[config.mk]
export PLATFORM = sky130hd
export DESIGN_NAME = tbu_timebase
export DESIGN_NICKNAME = d
export VERILOG_FILES = /design/src/verilog/tbu_pkg.sv /design/src/verilog/tbu_ps_if.sv /design/src/verilog/tbu_prescale.sv /design/src/verilog/tbu_timebase.sv
export SDC_FILE = /design/constraint.sdc
export NUM_CORES = 1
export LEC_CHECK = 0
export ABC_AREA = 1
export ABC_CLOCK_PERIOD_IN_PS = 5800
export BUFFER_PORTS_ARGS = -buffer_cell sky130_fd_sc_hd__buf_2
export CAP_MARGIN = 20
export CORE_MARGIN = 4
export CORE_UTILIZATION = 45
export DETAILED_ROUTE_END_ITERATION = 8
export GPL_TIMING_DRIVEN = 0
export SLEW_MARGIN = 0
export SYNTH_ARGS = -nofsm -noshare
export SYNTH_HDL_FRONTEND = slang
export SYNTH_SLANG_ARGS = --single-unit
export TNS_END_PERCENT = 30
[constraint.sdc]
create_clock -name clk_sys_i -period 5.8 [get_ports clk_sys_i]
set_input_delay 0.87 -clock clk_sys_i [delete_from_list [all_inputs] [get_ports clk_sys_i]]
set_output_delay 0.87 -clock clk_sys_i [all_outputs]
set_load 0.02 [all_outputs]
[src/verilog/tbu_pkg.sv]
// Package with the register map, field layout and modes of the time base
package tbu_pkg;
  // Register indices; byte address is four times the index
  localparam logic [5:0] IDX_CONTROL = 6'h00;
  localparam logic [5:0] IDX_PHASE   = 6'h06;
  localparam logic [5:0] IDX_COUNT   = 6'h08;
  localparam logic [5:0] IDX_PERIOD  = 6'h0A;
  // Control field positions
  localparam int EMU_HI     = 15;
  localparam int EMU_LO     = 14;
  localparam int PHDIR_POS  = 13;
  localparam int PRE_HI     = 12;
  localparam int PRE_LO     = 10;
  localparam int HSPRE_HI   = 9;
  localparam int HSPRE_LO   = 7;
  localparam int PHEN_POS   = 2;
  localparam int MODE_HI    = 1;
  localparam int MODE_LO    = 0;
  // Reset values
  localparam logic [15:0] CONTROL_RST = 16'h0083;
  localparam logic [15:0] PHASE_RST   = 16'h0000;
  localparam logic [15:0] COUNT_RST   = 16'h0000;
  localparam logic [15:0] PERIOD_RST  = 16'h0000;
  // Emulation halt codes
  localparam logic [1:0] EMU_STEP  = 2'h0;
  localparam logic [1:0] EMU_CYCLE = 2'h1;
  // Counter modes
  typedef enum logic [1:0] {
    TBU_UP, TBU_DOWN, TBU_UPDOWN, TBU_STOP
  } tbu_mode_t;
endpackage

[src/verilog/tbu_ps_if.sv]
// Interface between the time base and its prescaler
`timescale 1ns/1ps
interface tbu_ps_if;
  logic [2:0] pre_code;
  logic [2:0] hs_code;
  logic       tick;
  modport base (output pre_code, output hs_code, input tick);
  modport presc (input pre_code, input hs_code, output tick);
endinterface // tbu_ps_if

[src/verilog/tbu_prescale.sv]
// Prescaler that makes the one-cycle counter tick
`timescale 1ns/1ps
module tbu_prescale
  import tbu_pkg::*;
(
  // Clock and reset
  input  wire logic clk_sys_i,
  input  wire logic rst_b_i,
  // Codes in, tick out
  tbu_ps_if.presc   ps
);
  logic [10:0] cnt;
  logic [10:0] next_cnt;
  logic        tick;
  logic        next_tick;
  logic [7:0]  pre_div;
  logic [3:0]  hs_div;
  logic [10:0] total;

  ////////////////////////////////////////////////////////////////////////////
  always_comb begin
    pre_div = 8'h01 << ps.pre_code;
    hs_div = (ps.hs_code == 3'h0) ? 4'h1 : {ps.hs_code, 1'b0};
    total = 11'(pre_div) * 11'(hs_div);
    next_tick = 1'b0;
    next_cnt = cnt + 11'h001;
    if (cnt >= total - 11'h001) begin
      next_cnt = 11'h000;
      next_tick = 1'b1;
    end
  end

  always_ff @(posedge clk_sys_i or negedge rst_b_i) begin
    if (!rst_b_i) begin
      cnt  <= 11'h000;
      tick <= 1'b0;
    end else begin
      cnt  <= next_cnt;
      tick <= next_tick;
    end
  end

  assign ps.tick = tick;

  ////////////////////////////////////////////////////////////////////////////
  property p_tick_width;
    @(posedge clk_sys_i) disable iff (!rst_b_i)
      (tick && total > 11'h001 && $stable(total)) |=> !tick;
  endproperty
  a_tick_width: assert property (p_tick_width)
    else $error("tick longer than one cycle");

  property p_div_two;
    @(posedge clk_sys_i) disable iff (!rst_b_i)
      (tick && total == 11'h002 && $stable(total))
      |=> !tick ##1 (tick || $past(total) != 11'h002);
  endproperty
  a_div_two: assert property (p_div_two)
    else $error("divide by two spacing wrong");

  property p_hs_code;
    @(posedge clk_sys_i) disable iff (!rst_b_i)
      ps.hs_code == 3'h7 |-> hs_div == 4'hE;
  endproperty
  a_hs_code: assert property (p_hs_code)
    else $error("high speed code 7 not divide by 14");

  property p_pre_code;
    @(posedge clk_sys_i) disable iff (!rst_b_i)
      ps.pre_code == 3'h7 |-> pre_div == 8'h80;
  endproperty
  a_pre_code: assert property (p_pre_code)
    else $error("prescale code 7 not divide by 128");
endmodule // tbu_prescale

[src/verilog/tbu_timebase.sv]
// Time-base counter with halt control, phase direction and APB registers
// What this block does
// - Halt code 0: freeze after the next single count step.
// - Halt code 1, up mode: run until count equals period, then freeze.
// - Halt code 1, down or up-down: run until count is zero, freeze.
// - Halt codes 2 and 3: ignore halt, counter runs freely.
// - Phase direction bit matters only in up-down mode.
// - Up-down: after a phase load, direction comes from the bit.
// - Bit 0 counts down after sync, bit 1 counts up.
// - Prescale codes 0..7 divide by 1..128; reset code 0.
// - Tick rate is clock over product of both divides.
// - High speed code 0 divides by 1, else twice code; reset 1.
`timescale 1ns/1ps
module tbu_timebase
  import tbu_pkg::*;
(
  // Clock and reset
  input  wire logic        clk_sys_i,
  input  wire logic        rst_b_i,
  // APB slave
  input  wire logic        psel_i,
  input  wire logic        penable_i,
  input  wire logic        pwrite_i,
  input  wire logic [7:0]  paddr_i,
  input  wire logic [31:0] pwdata_i,
  output logic      [31:0] prdata_o,
  output logic             pready_o,
  output logic             pslverr_o,
  // Debug and sync
  input  wire logic        emu_halt_i,
  input  wire logic        sync_in_i,
  // Status
  output logic      [15:0] timebase_count_o,
  output logic             count_up_o,
  output logic             frozen_o
);
  logic [15:0] time_base_control, next_control;
  logic [15:0] phase_value, next_phase;
  logic [15:0] period_value, next_period;
  logic [15:0] count, next_count;
  logic        dir_up, next_dir_up;
  logic        step_done, next_step_done;
  logic        frozen, next_frozen;
  logic [31:0] prdata, next_prdata;
  logic        pready, next_pready;
  logic        pslverr, next_pslverr;
  logic        sync_m, sync_s, sync_d;
  logic        sync_evt;
  logic        freeze;
  logic        advance;
  logic        wr_en;
  logic        mapped;
  logic [1:0]  emu_code;
  tbu_mode_t   mode;
  logic [5:0]  idx;
  tbu_ps_if    ps ();

  assign emu_code = time_base_control[EMU_HI:EMU_LO];
  assign mode     = tbu_mode_t'(time_base_control[MODE_HI:MODE_LO]);
  assign idx      = paddr_i[7:2];
  assign ps.pre_code = time_base_control[PRE_HI:PRE_LO];
  assign ps.hs_code  = time_base_control[HSPRE_HI:HSPRE_LO];

  tbu_prescale u_prescale (
    .clk_sys_i (clk_sys_i),
    .rst_b_i   (rst_b_i),
    .ps        (ps)
  );

  ////////////////////////////////////////////////////////////////////////////
  // Sync pin through two flops, then rising edge
  always_ff @(posedge clk_sys_i or negedge rst_b_i) begin
    if (!rst_b_i) begin
      sync_m <= 1'b0;
      sync_s <= 1'b0;
      sync_d <= 1'b0;
    end else begin
      sync_m <= sync_in_i;
      sync_s <= sync_m;
      sync_d <= sync_s;
    end
  end
  assign sync_evt = sync_s & ~sync_d & time_base_control[PHEN_POS];

  ////////////////////////////////////////////////////////////////////////////
  // APB decode and answer
  always_comb begin
    mapped = (paddr_i[1:0] == 2'b00) &&
             (idx == IDX_CONTROL || idx == IDX_PHASE ||
              idx == IDX_COUNT || idx == IDX_PERIOD);
    wr_en = psel_i & penable_i & pready & pwrite_i & mapped;
    next_pready  = psel_i & penable_i & ~pready;
    next_pslverr = psel_i & penable_i & ~pready & ~mapped;
    next_prdata  = prdata;
    if (psel_i && penable_i && !pready) begin
      next_prdata = 32'h0000_0000;
      if (!pwrite_i && mapped) begin
        case (idx)
          IDX_CONTROL: next_prdata = {16'h0000, time_base_control};
          IDX_PHASE:   next_prdata = {16'h0000, phase_value};
          IDX_COUNT:   next_prdata = {16'h0000, count};
          IDX_PERIOD:  next_prdata = {16'h0000, period_value};
          default:     next_prdata = 32'h0000_0000;
        endcase
      end
    end
    next_control = time_base_control;
    next_phase   = phase_value;
    next_period  = period_value;
    if (wr_en && idx == IDX_CONTROL) begin
      next_control = pwdata_i[15:0];
    end
    if (wr_en && idx == IDX_PHASE) begin
      next_phase = pwdata_i[15:0];
    end
    if (wr_en && idx == IDX_PERIOD) begin
      next_period = pwdata_i[15:0];
    end
  end

  ////////////////////////////////////////////////////////////////////////////
  // Counter, direction and halt
  always_comb begin
    freeze = 1'b0;
    if (emu_halt_i) begin
      case (emu_code)
        EMU_STEP:  freeze = step_done;
        EMU_CYCLE: freeze = (mode == TBU_UP) ? (count == period_value)
                                             : (count == 16'h0000);
        default:   freeze = 1'b0;
      endcase
    end
    // A granted halt or stop mode stops the count
    advance = ps.tick & ~freeze & (mode != TBU_STOP);
    next_step_done = emu_halt_i & (emu_code == EMU_STEP)
                     & (step_done | advance);
    next_frozen = freeze;
    next_count  = count;
    next_dir_up = dir_up;
    if (advance) begin
      case (mode)
        TBU_UP: begin
          next_dir_up = 1'b1;
          next_count = (count >= period_value) ? 16'h0000
                                               : count + 16'h0001;
        end
        TBU_DOWN: begin
          next_dir_up = 1'b0;
          next_count = (count == 16'h0000) ? period_value
                                           : count - 16'h0001;
        end
        TBU_UPDOWN: begin
          if (dir_up) begin
            if (count >= period_value) begin
              next_dir_up = 1'b0;
              next_count = count - 16'h0001;
            end else begin
              next_count = count + 16'h0001;
            end
          end else begin
            if (count == 16'h0000) begin
              next_dir_up = 1'b1;
              next_count = count + 16'h0001;
            end else begin
              next_count = count - 16'h0001;
            end
          end
        end
        default: next_count = count;
      endcase
    end
    if (sync_evt) begin
      next_count = phase_value;
      if (mode == TBU_UPDOWN) begin
        next_dir_up = time_base_control[PHDIR_POS];
      end
    end
    if (wr_en && idx == IDX_COUNT) begin
      next_count = pwdata_i[15:0];
    end
  end

  ////////////////////////////////////////////////////////////////////////////
  always_ff @(posedge clk_sys_i or negedge rst_b_i) begin
    if (!rst_b_i) begin
      time_base_control <= CONTROL_RST;
      phase_value       <= PHASE_RST;
      period_value      <= PERIOD_RST;
      count             <= COUNT_RST;
      dir_up            <= 1'b1;
      step_done         <= 1'b0;
      frozen            <= 1'b0;
      prdata            <= 32'h0000_0000;
      pready            <= 1'b0;
      pslverr           <= 1'b0;
    end else begin
      time_base_control <= next_control;
      phase_value       <= next_phase;
      period_value      <= next_period;
      count             <= next_count;
      dir_up            <= next_dir_up;
      step_done         <= next_step_done;
      frozen            <= next_frozen;
      prdata            <= next_prdata;
      pready            <= next_pready;
      pslverr           <= next_pslverr;
    end
  end

  assign prdata_o         = prdata;
  assign pready_o         = pready;
  assign pslverr_o        = pslverr;
  assign timebase_count_o = count;
  assign count_up_o       = dir_up;
  assign frozen_o         = frozen;

  ////////////////////////////////////////////////////////////////////////////
  property p_halt_step;
    @(posedge clk_sys_i) disable iff (!rst_b_i)
      (emu_halt_i && emu_code == EMU_STEP && advance && !sync_evt)[*1]
      ##1 (emu_halt_i && emu_code == EMU_STEP) |-> freeze;
  endproperty
  a_halt_step: assert property (p_halt_step)
    else $error("step halt did not freeze after one step");

  property p_cycle_up;
    @(posedge clk_sys_i) disable iff (!rst_b_i)
      (frozen && $past(emu_code) == EMU_CYCLE && $past(mode) == TBU_UP)
      |-> $past(count) == $past(period_value);
  endproperty
  a_cycle_up: assert property (p_cycle_up)
    else $error("up mode froze away from period");

  property p_cycle_down;
    @(posedge clk_sys_i) disable iff (!rst_b_i)
      (frozen && $past(emu_code) == EMU_CYCLE && $past(mode) != TBU_UP)
      |-> $past(count) == 16'h0000;
  endproperty
  a_cycle_down: assert property (p_cycle_down)
    else $error("down mode froze away from zero");

  property p_free;
    @(posedge clk_sys_i) disable iff (!rst_b_i)
      emu_code[1] |=> !frozen || !$past(emu_code[1]);
  endproperty
  a_free: assert property (p_free)
    else $error("free run code froze the counter");

  property p_up_ignores_dir;
    @(posedge clk_sys_i) disable iff (!rst_b_i)
      (mode == TBU_UP && advance && !sync_evt && !wr_en
       && count < period_value) |=> count == $past(count) + 16'h0001;
  endproperty
  a_up_ignores_dir: assert property (p_up_ignores_dir)
    else $error("up mode step was not an increment");

  property p_dir_ignored;
    @(posedge clk_sys_i) disable iff (!rst_b_i)
      (sync_evt && (mode == TBU_UP || mode == TBU_DOWN))
      |=> dir_up == ($past(advance) ? ($past(mode) == TBU_UP)
                                    : $past(dir_up));
  endproperty
  a_dir_ignored: assert property (p_dir_ignored)
    else $error("direction bit used outside up-down mode");

  property p_phase_dir;
    @(posedge clk_sys_i) disable iff (!rst_b_i)
      (sync_evt && mode == TBU_UPDOWN)
      |=> dir_up == $past(time_base_control[PHDIR_POS])
          && count == $past(phase_value) || $past(wr_en);
  endproperty
  a_phase_dir: assert property (p_phase_dir)
    else $error("phase load direction wrong");

  property p_dir_down;
    @(posedge clk_sys_i) disable iff (!rst_b_i)
      (sync_evt && mode == TBU_UPDOWN && !time_base_control[PHDIR_POS])
      ##1 (advance && !sync_evt && !wr_en && count != 16'h0000)
      |=> count == $past(count) - 16'h0001;
  endproperty
  a_dir_down: assert property (p_dir_down)
    else $error("counter did not count down after sync");

  property p_halt_cause;
    @(posedge clk_sys_i) disable iff (!rst_b_i)
      frozen |-> $past(emu_halt_i) && !$past(emu_code[1]);
  endproperty
  a_halt_cause: assert property (p_halt_cause)
    else $error("counter frozen without a permitted halt");
endmodule // tbu_timebase

Yosys cells after proc, flatten, opt, wreduce, memory -nomap -nowiden
Cells that the tools add are included.

Register bits: 116. Latch bits: 0. Bits in writable memories: 0. Memory bits (read-only): 0. Input bits: 47. Memories: 0.

Add/sub/neg operators: 4. Multipliers: 1. Divide/modulo/power cells: 0. $lt $le $gt $ge: 2. Eq/ne operators: 8. Shifts and indexed selects: 1. Multiplexer cells: 24. Bitwise logic cells: 17. Reduce and logical (&&, ||, !) cells: 22.

Operators by type and width (number): 16-bit 2-to-1 mux (9); 16-bit case mux with 4 select lines (1); 16-bit case mux with 3 select lines (1); 16-bit by 1-bit adder with 16-bit output (second input constant) (1); 16-bit == test (1); 16-bit >= comparator (1); 16-bit zero test (1); 16-bit by 1-bit subtractor with 16-bit output (second input constant) (1); 1-bit AND (12); 6-bit by 4-bit == test with 1-bit output (second input constant) (2); 11-bit by 1-bit adder with 11-bit output (second input constant) (1); 11-bit >= comparator (1); 8-bit by 4-bit multiplier with 11-bit output (1); 11-bit 2-to-1 mux (1); 11-bit by 1-bit subtractor with 11-bit output (second input constant) (1); 1-bit 2-to-1 mux (9); 1-bit logical AND (8); 1-bit by 3-bit << shifter with 8-bit output (first input constant) (1); 6-bit by 3-bit == test with 1-bit output (second input constant) (1); 2-bit zero test (3); 6-bit zero test (1); 5-bit nonzero test (1); 2-bit by 1-bit == test with 1-bit output (second input constant) (2); 4-bit 2-to-1 mux (1); 11 further kinds (17).

Longest topological paths before layout
Word-level depth: 10. Mapped depth: 26.

Hierarchy
From an unflattened synthesis, not the netlist that was laid out.

Cells, all modules: 1183. Area total of the unflattened synthesis: 8480.6 um2.

Modules (own cells, without submodules): tbu_timebase (instances 1, cells an instance 887, area each 6426.2 um2); tbu_prescale (instances 1, cells an instance 296, area each 2054.5 um2).

Worst setup path after synthesis
OpenSTA, ideal clock, no wires.

Path kind: register to register. Start point: register time_base_control[10]. End point: register u_prescale.cnt[4]. Setup time: 0.134 ns. Data arrival time: 4.775 ns. Data required time: 5.666 ns. Path slack: 0.890 ns. Cell stages (with the launch flop): 26. Buffers on the path: 2. Clock period less this slack: 4.910 ns. Cells stage by stage: dfrtp_1 -> clkbuf_1 -> inv_1 -> nor3_1 -> nand2_1 -> ha_1 -> inv_1 -> fa_1 -> inv_1 -> fa_1 -> inv_1 -> ha_1 -> a21oi_1 -> o21ai_0 -> a21o_1 -> a21oi_1 -> o21ai_0 -> a21oi_1 -> xor2_1 -> ha_1 -> nand2_1 -> nor4_1 -> a221oi_1 -> nand2_1 -> clkbuf_1 -> nor3b_1.

Word-level cells in the longest chain between the ends: 5.

RTL lines: start, declared (RTL line tbu_timebase.sv:37) `logic [15:0] time_base_control, next_control;`; start signal, assigned (RTL line tbu_timebase.sv:197) `time_base_control <= next_control;`; 1-bit by 3-bit << shifter with 8-bit output (RTL line tbu_prescale.sv:22) `pre_div = 8'h01 << ps.pre_code;`; 8-bit by 4-bit multiplier with 11-bit output (RTL line tbu_prescale.sv:24) `total = 11'(pre_div) * 11'(hs_div);`; 11-bit by 1-bit subtractor with 11-bit output (RTL line tbu_prescale.sv:27) `if (cnt >= total - 11'h001) begin`; 11-bit >= comparator (RTL line tbu_prescale.sv:27); 11-bit 2-to-1 mux (RTL line tbu_prescale.sv:27); named net u_prescale.next_cnt[4] (RTL line tbu_prescale.sv:13) `logic [10:0] next_cnt;`; end signal, assigned (RTL line tbu_prescale.sv:38) `cnt <= next_cnt;`; end, declared (RTL line tbu_prescale.sv:12) `logic [10:0] cnt;`.

The timed path passes the listed nets, and every way through them passes these cells. A chain may end at the register's enable or synchronous reset.

Worst setup path after layout
Start point: register time_base_control[11]. End point: register u_prescale.cnt[4].

The elaborated chain is that of the path after synthesis.

==> flow_metrics.env <==
export IMPL_hold_class="flip-flop to flip-flop"
export IMPL_final_cells=1473
export IMPL_critPathArrivalTime_ps=5540
export IMPL_p_leak_nw=4.84
export IMPL_yosysSeqAreaShare_pct=30.8
export IMPL_root_buffer="clkbuf_16"
export IMPL_numCtsBuffers=9
export IMPL_viasPerCell=5.42
export IMPL_cts_max_path_buffers=2
export IMPL_slew_violations=0
export IMPL_synth_cells=1146
export IMPL_tightest_slew_ps=753
export IMPL_post_route_min_period_ps=5250
export IMPL_grt_met2_usage_pct=39.7
export IMPL_grt_max_degree=64
export IMPL_remaining_drc_errors=0
export IMPL_setup_viol=0
export IMPL_synth_edff_count=0
export IMPL_path_class="flip-flop to flip-flop"
export IMPL_maxSlewHeadroom_pct=49.8
export IMPL_portBuffers=66
export IMPL_grt_pass1_vias=7510
export IMPL_synth_top_area_share_pct=29.5
export IMPL_fin_worst_skew_ps=15.3
export IMPL_die_h_um=142
export IMPL_tns_ps=0
export IMPL_synth_area_top_cells="dfrtp_1 30%, nand2_1 14%, ha_1 8.6%, inv_1 6.5%, o21ai_0 5.4%"
export IMPL_dr_pass1_iters=6
export IMPL_r2r_slack_ps=550
export IMPL_row_count=48
export IMPL_max_cap_viol_count=0
export IMPL_use_met3_pct=4.91
export IMPL_synth_warnings=0
export IMPL_synth_common_cells="300 x nand2_1, 140 x inv_1, 110 x nor2_1"
export IMPL_async_reset_ff_share_pct=100
export IMPL_vias=7981
export IMPL_initial_core_util_pct=46.4
export IMPL_rsz0062_at_grt="false"
export IMPL_grt_busiest_layer="met1"
export IMPL_syn_cell_area_sq_um=8140
export IMPL_dpl_hpwl_mm=21.0
export IMPL_drive_gt1_share_pct=12.9
export IMPL_diodes=0
export IMPL_met1_usage_pct=40.2
export IMPL_grt_use_total_pct=26.7
export IMPL_synth_most_common_cell="nand2_1"
export IMPL_power_density_nw_per_um2=206
export IMPL_clkTransAtPathRegs_ps=90
export IMPL_hold_violations=0
export IMPL_dp_cells=1454
export IMPL_cp_required_ps=6100
export IMPL_syn_avg_cell_area_sq_um=7.10
export IMPL_dp_slack_ps=132
export IMPL_grt_pass1_wl_mm=42.0
export IMPL_multi_input_area_sq_um=4850
export IMPL_htreeDepth=3
export IMPL_antenna_found_initial=0
export IMPL_fin_ws_ps=553
export IMPL_ff_latch_area_sq_um=2510
export IMPL_final_nets=1359
export IMPL_gp_congestion=0.945
export IMPL_cp_max_fo=10
export IMPL_core_sq_um=17500
export IMPL_ant_nets=0
export IMPL_final_period_utilization_pct=90.5
export IMPL_drt_iter0_drc=736
export IMPL_chipWidth_um=142
export IMPL_max_freq_ghz=0.191
export IMPL_cts_tree="yes"
export IMPL_synth_seq_cells=100
export IMPL_holdWs_ps=355
export IMPL_cp_end_kind="flip-flop"
export IMPL_ioPinCount=99
export IMPL_crit_path_start_kind="flip-flop"
export IMPL_wl_per_cell_um=18.2
export IMPL_overflow=0
export IMPL_wirelength_mm=26.8
export IMPL_clkSinkCount=100
export IMPL_dieArea_sq_um=20300
export IMPL_nFillCells=1784
export IMPL_vdd_ir_drop_max_uv=158
export IMPL_clkLatencyLatePin_ps=370
export IMPL_areaGrowthSynthToFinish_pct=13.6
export IMPL_synth_ff_type="dfrtp_1"
export IMPL_synth_cell_types=46
export IMPL_synth_area_leader_cell="dfrtp_1"
export IMPL_status="completed"
export IMPL_ctsHoldBuffers=0
[area by class of cell]
type	count	share of cell area, %
buffer	59	3.33
timing repair buffer	73	4.49
multi-input combinational	852	52.4
inverter	148	6.14
clock inverter	7	0.988
sequential	100	27.2
tap	225	3.04
clock buffer	9	2.44
[metrics by stage]
stage	cell area (sq um)	utilization (%)	total power [mW]
6_report	9250	52.7	1.91
2_1_floorplan	8200	-	1.11
5_1_grt	9250	52.7	2.01
3_3_place_gp	8810	50.2	1.27
3_5_place_dp	8840	50.4	1.28
4_1_cts	9160	52.2	1.91
[final timing paths]
| path | start | to | cells past startpoint |
|---|---|---|---|
| worst max-delay path | time_base_control[11]$_DFFE_PN0P_ | u_prescale.cnt[4]$_DFF_PN0_ | 24 |
| worst min-delay path | sync_m$_DFF_PN0_ | sync_s$_DFF_PN0_ | 0 |
| worst max register to register | time_base_control[11]$_DFFE_PN0P_ | u_prescale.cnt[4]$_DFF_PN0_ | 24 |
| worst min register to register | sync_m$_DFF_PN0_ | sync_s$_DFF_PN0_ | 0 |
| max in group asynchronous | rst_b_i | time_base_control[1]$_DFFE_PN1P_ | 2 |
| min in group asynchronous | rst_b_i | prdata_o[9]$_DFFE_PN0P_ | 1 |
[power by group]
group | switching, mW | internal [mW] | total [mW]
combinational | 0.350 | 0.164 | 0.514
sequential | 0.0363 | 0.723 | 0.759
clock | 0.323 | 0.310 | 0.633
[cells in the final DEF, fill, tap and decap left out, types with 4 or more instances in the layout]
master	count
o31ai_1	4
clkinv_1	4
a221oi_1	17
buf_4	22
dfstp_2	4
nand2_1	300
mux2_1	4
o21ai_0	88
clkinv_8	4
o22ai_1	17
inv_1	138
clkbuf_16	9
mux2_2	15
dfrtp_1	93
xnor2_1	8
conb_1	16
nor2_1	110
nor3_1	16
fa_1	13
nand3_1	48
nor4_1	4
a21oi_1	64
clkbuf_1	28
buf_2	78
nand4_1	13
ha_1	56
xor2_1	24
[worst max-delay path: stages (launching register included)]
cell and delay (ps):
dfrtp_2 480, clkinvlp_4 200, nor3_4 190, nand2_1 80
ha_1 290, inv_1 50, fa_1 520, inv_1 60
fa_1 530, inv_1 40, ha_1 350, a21oi_1 130
o21ai_0 140, a21o_1 190, a21oi_2 160, o21ai_0 100
a21oi_1 170, xor2_1 210, ha_1 260, nand2_1 130
o21ai_0 110, a221oi_1 230, nand2_1 140, buf_2 210
nor3b_1 180
[kinds of logic (layout without fill, tap and decap cells)]
family          Yosys count  count (layout)  synth area share (%)
simple gates            512             512                  26.5
buf+inv                 209             296                  10.7
compound gates          204             204                  14.0
flops                   100             100                  30.8
fa+ha+maj                69              69                  11.8
xor+xnor                 32              32                  3.44
mux                      19              19                  2.63
other cells               1              16                0.0461
[flip-flops by register name (all words and copies together), names as in the netlist, 11 cells and up]
register,count
period_value,16
phase_value,16
prdata_o,16
time_base_control,16
timebase_count_o,16
u_prescale.cnt,11
[routing by layer]
metal / share of wire, % / up-vias
li1: - / 3886
met1: 47 / 3727
met2: 43 / 339
met3: 8.2 / 29
met4: 1.4 / 0
met5: 0 / -
[timing repair]
action / 4_1_cts / 5_1_grt
resized for setup: 0 / 14
endpoints found under the setup margin: 0 / 12
buffers inserted: 0 / 5
No activity file was read; power rests on OpenSTA's default activity.
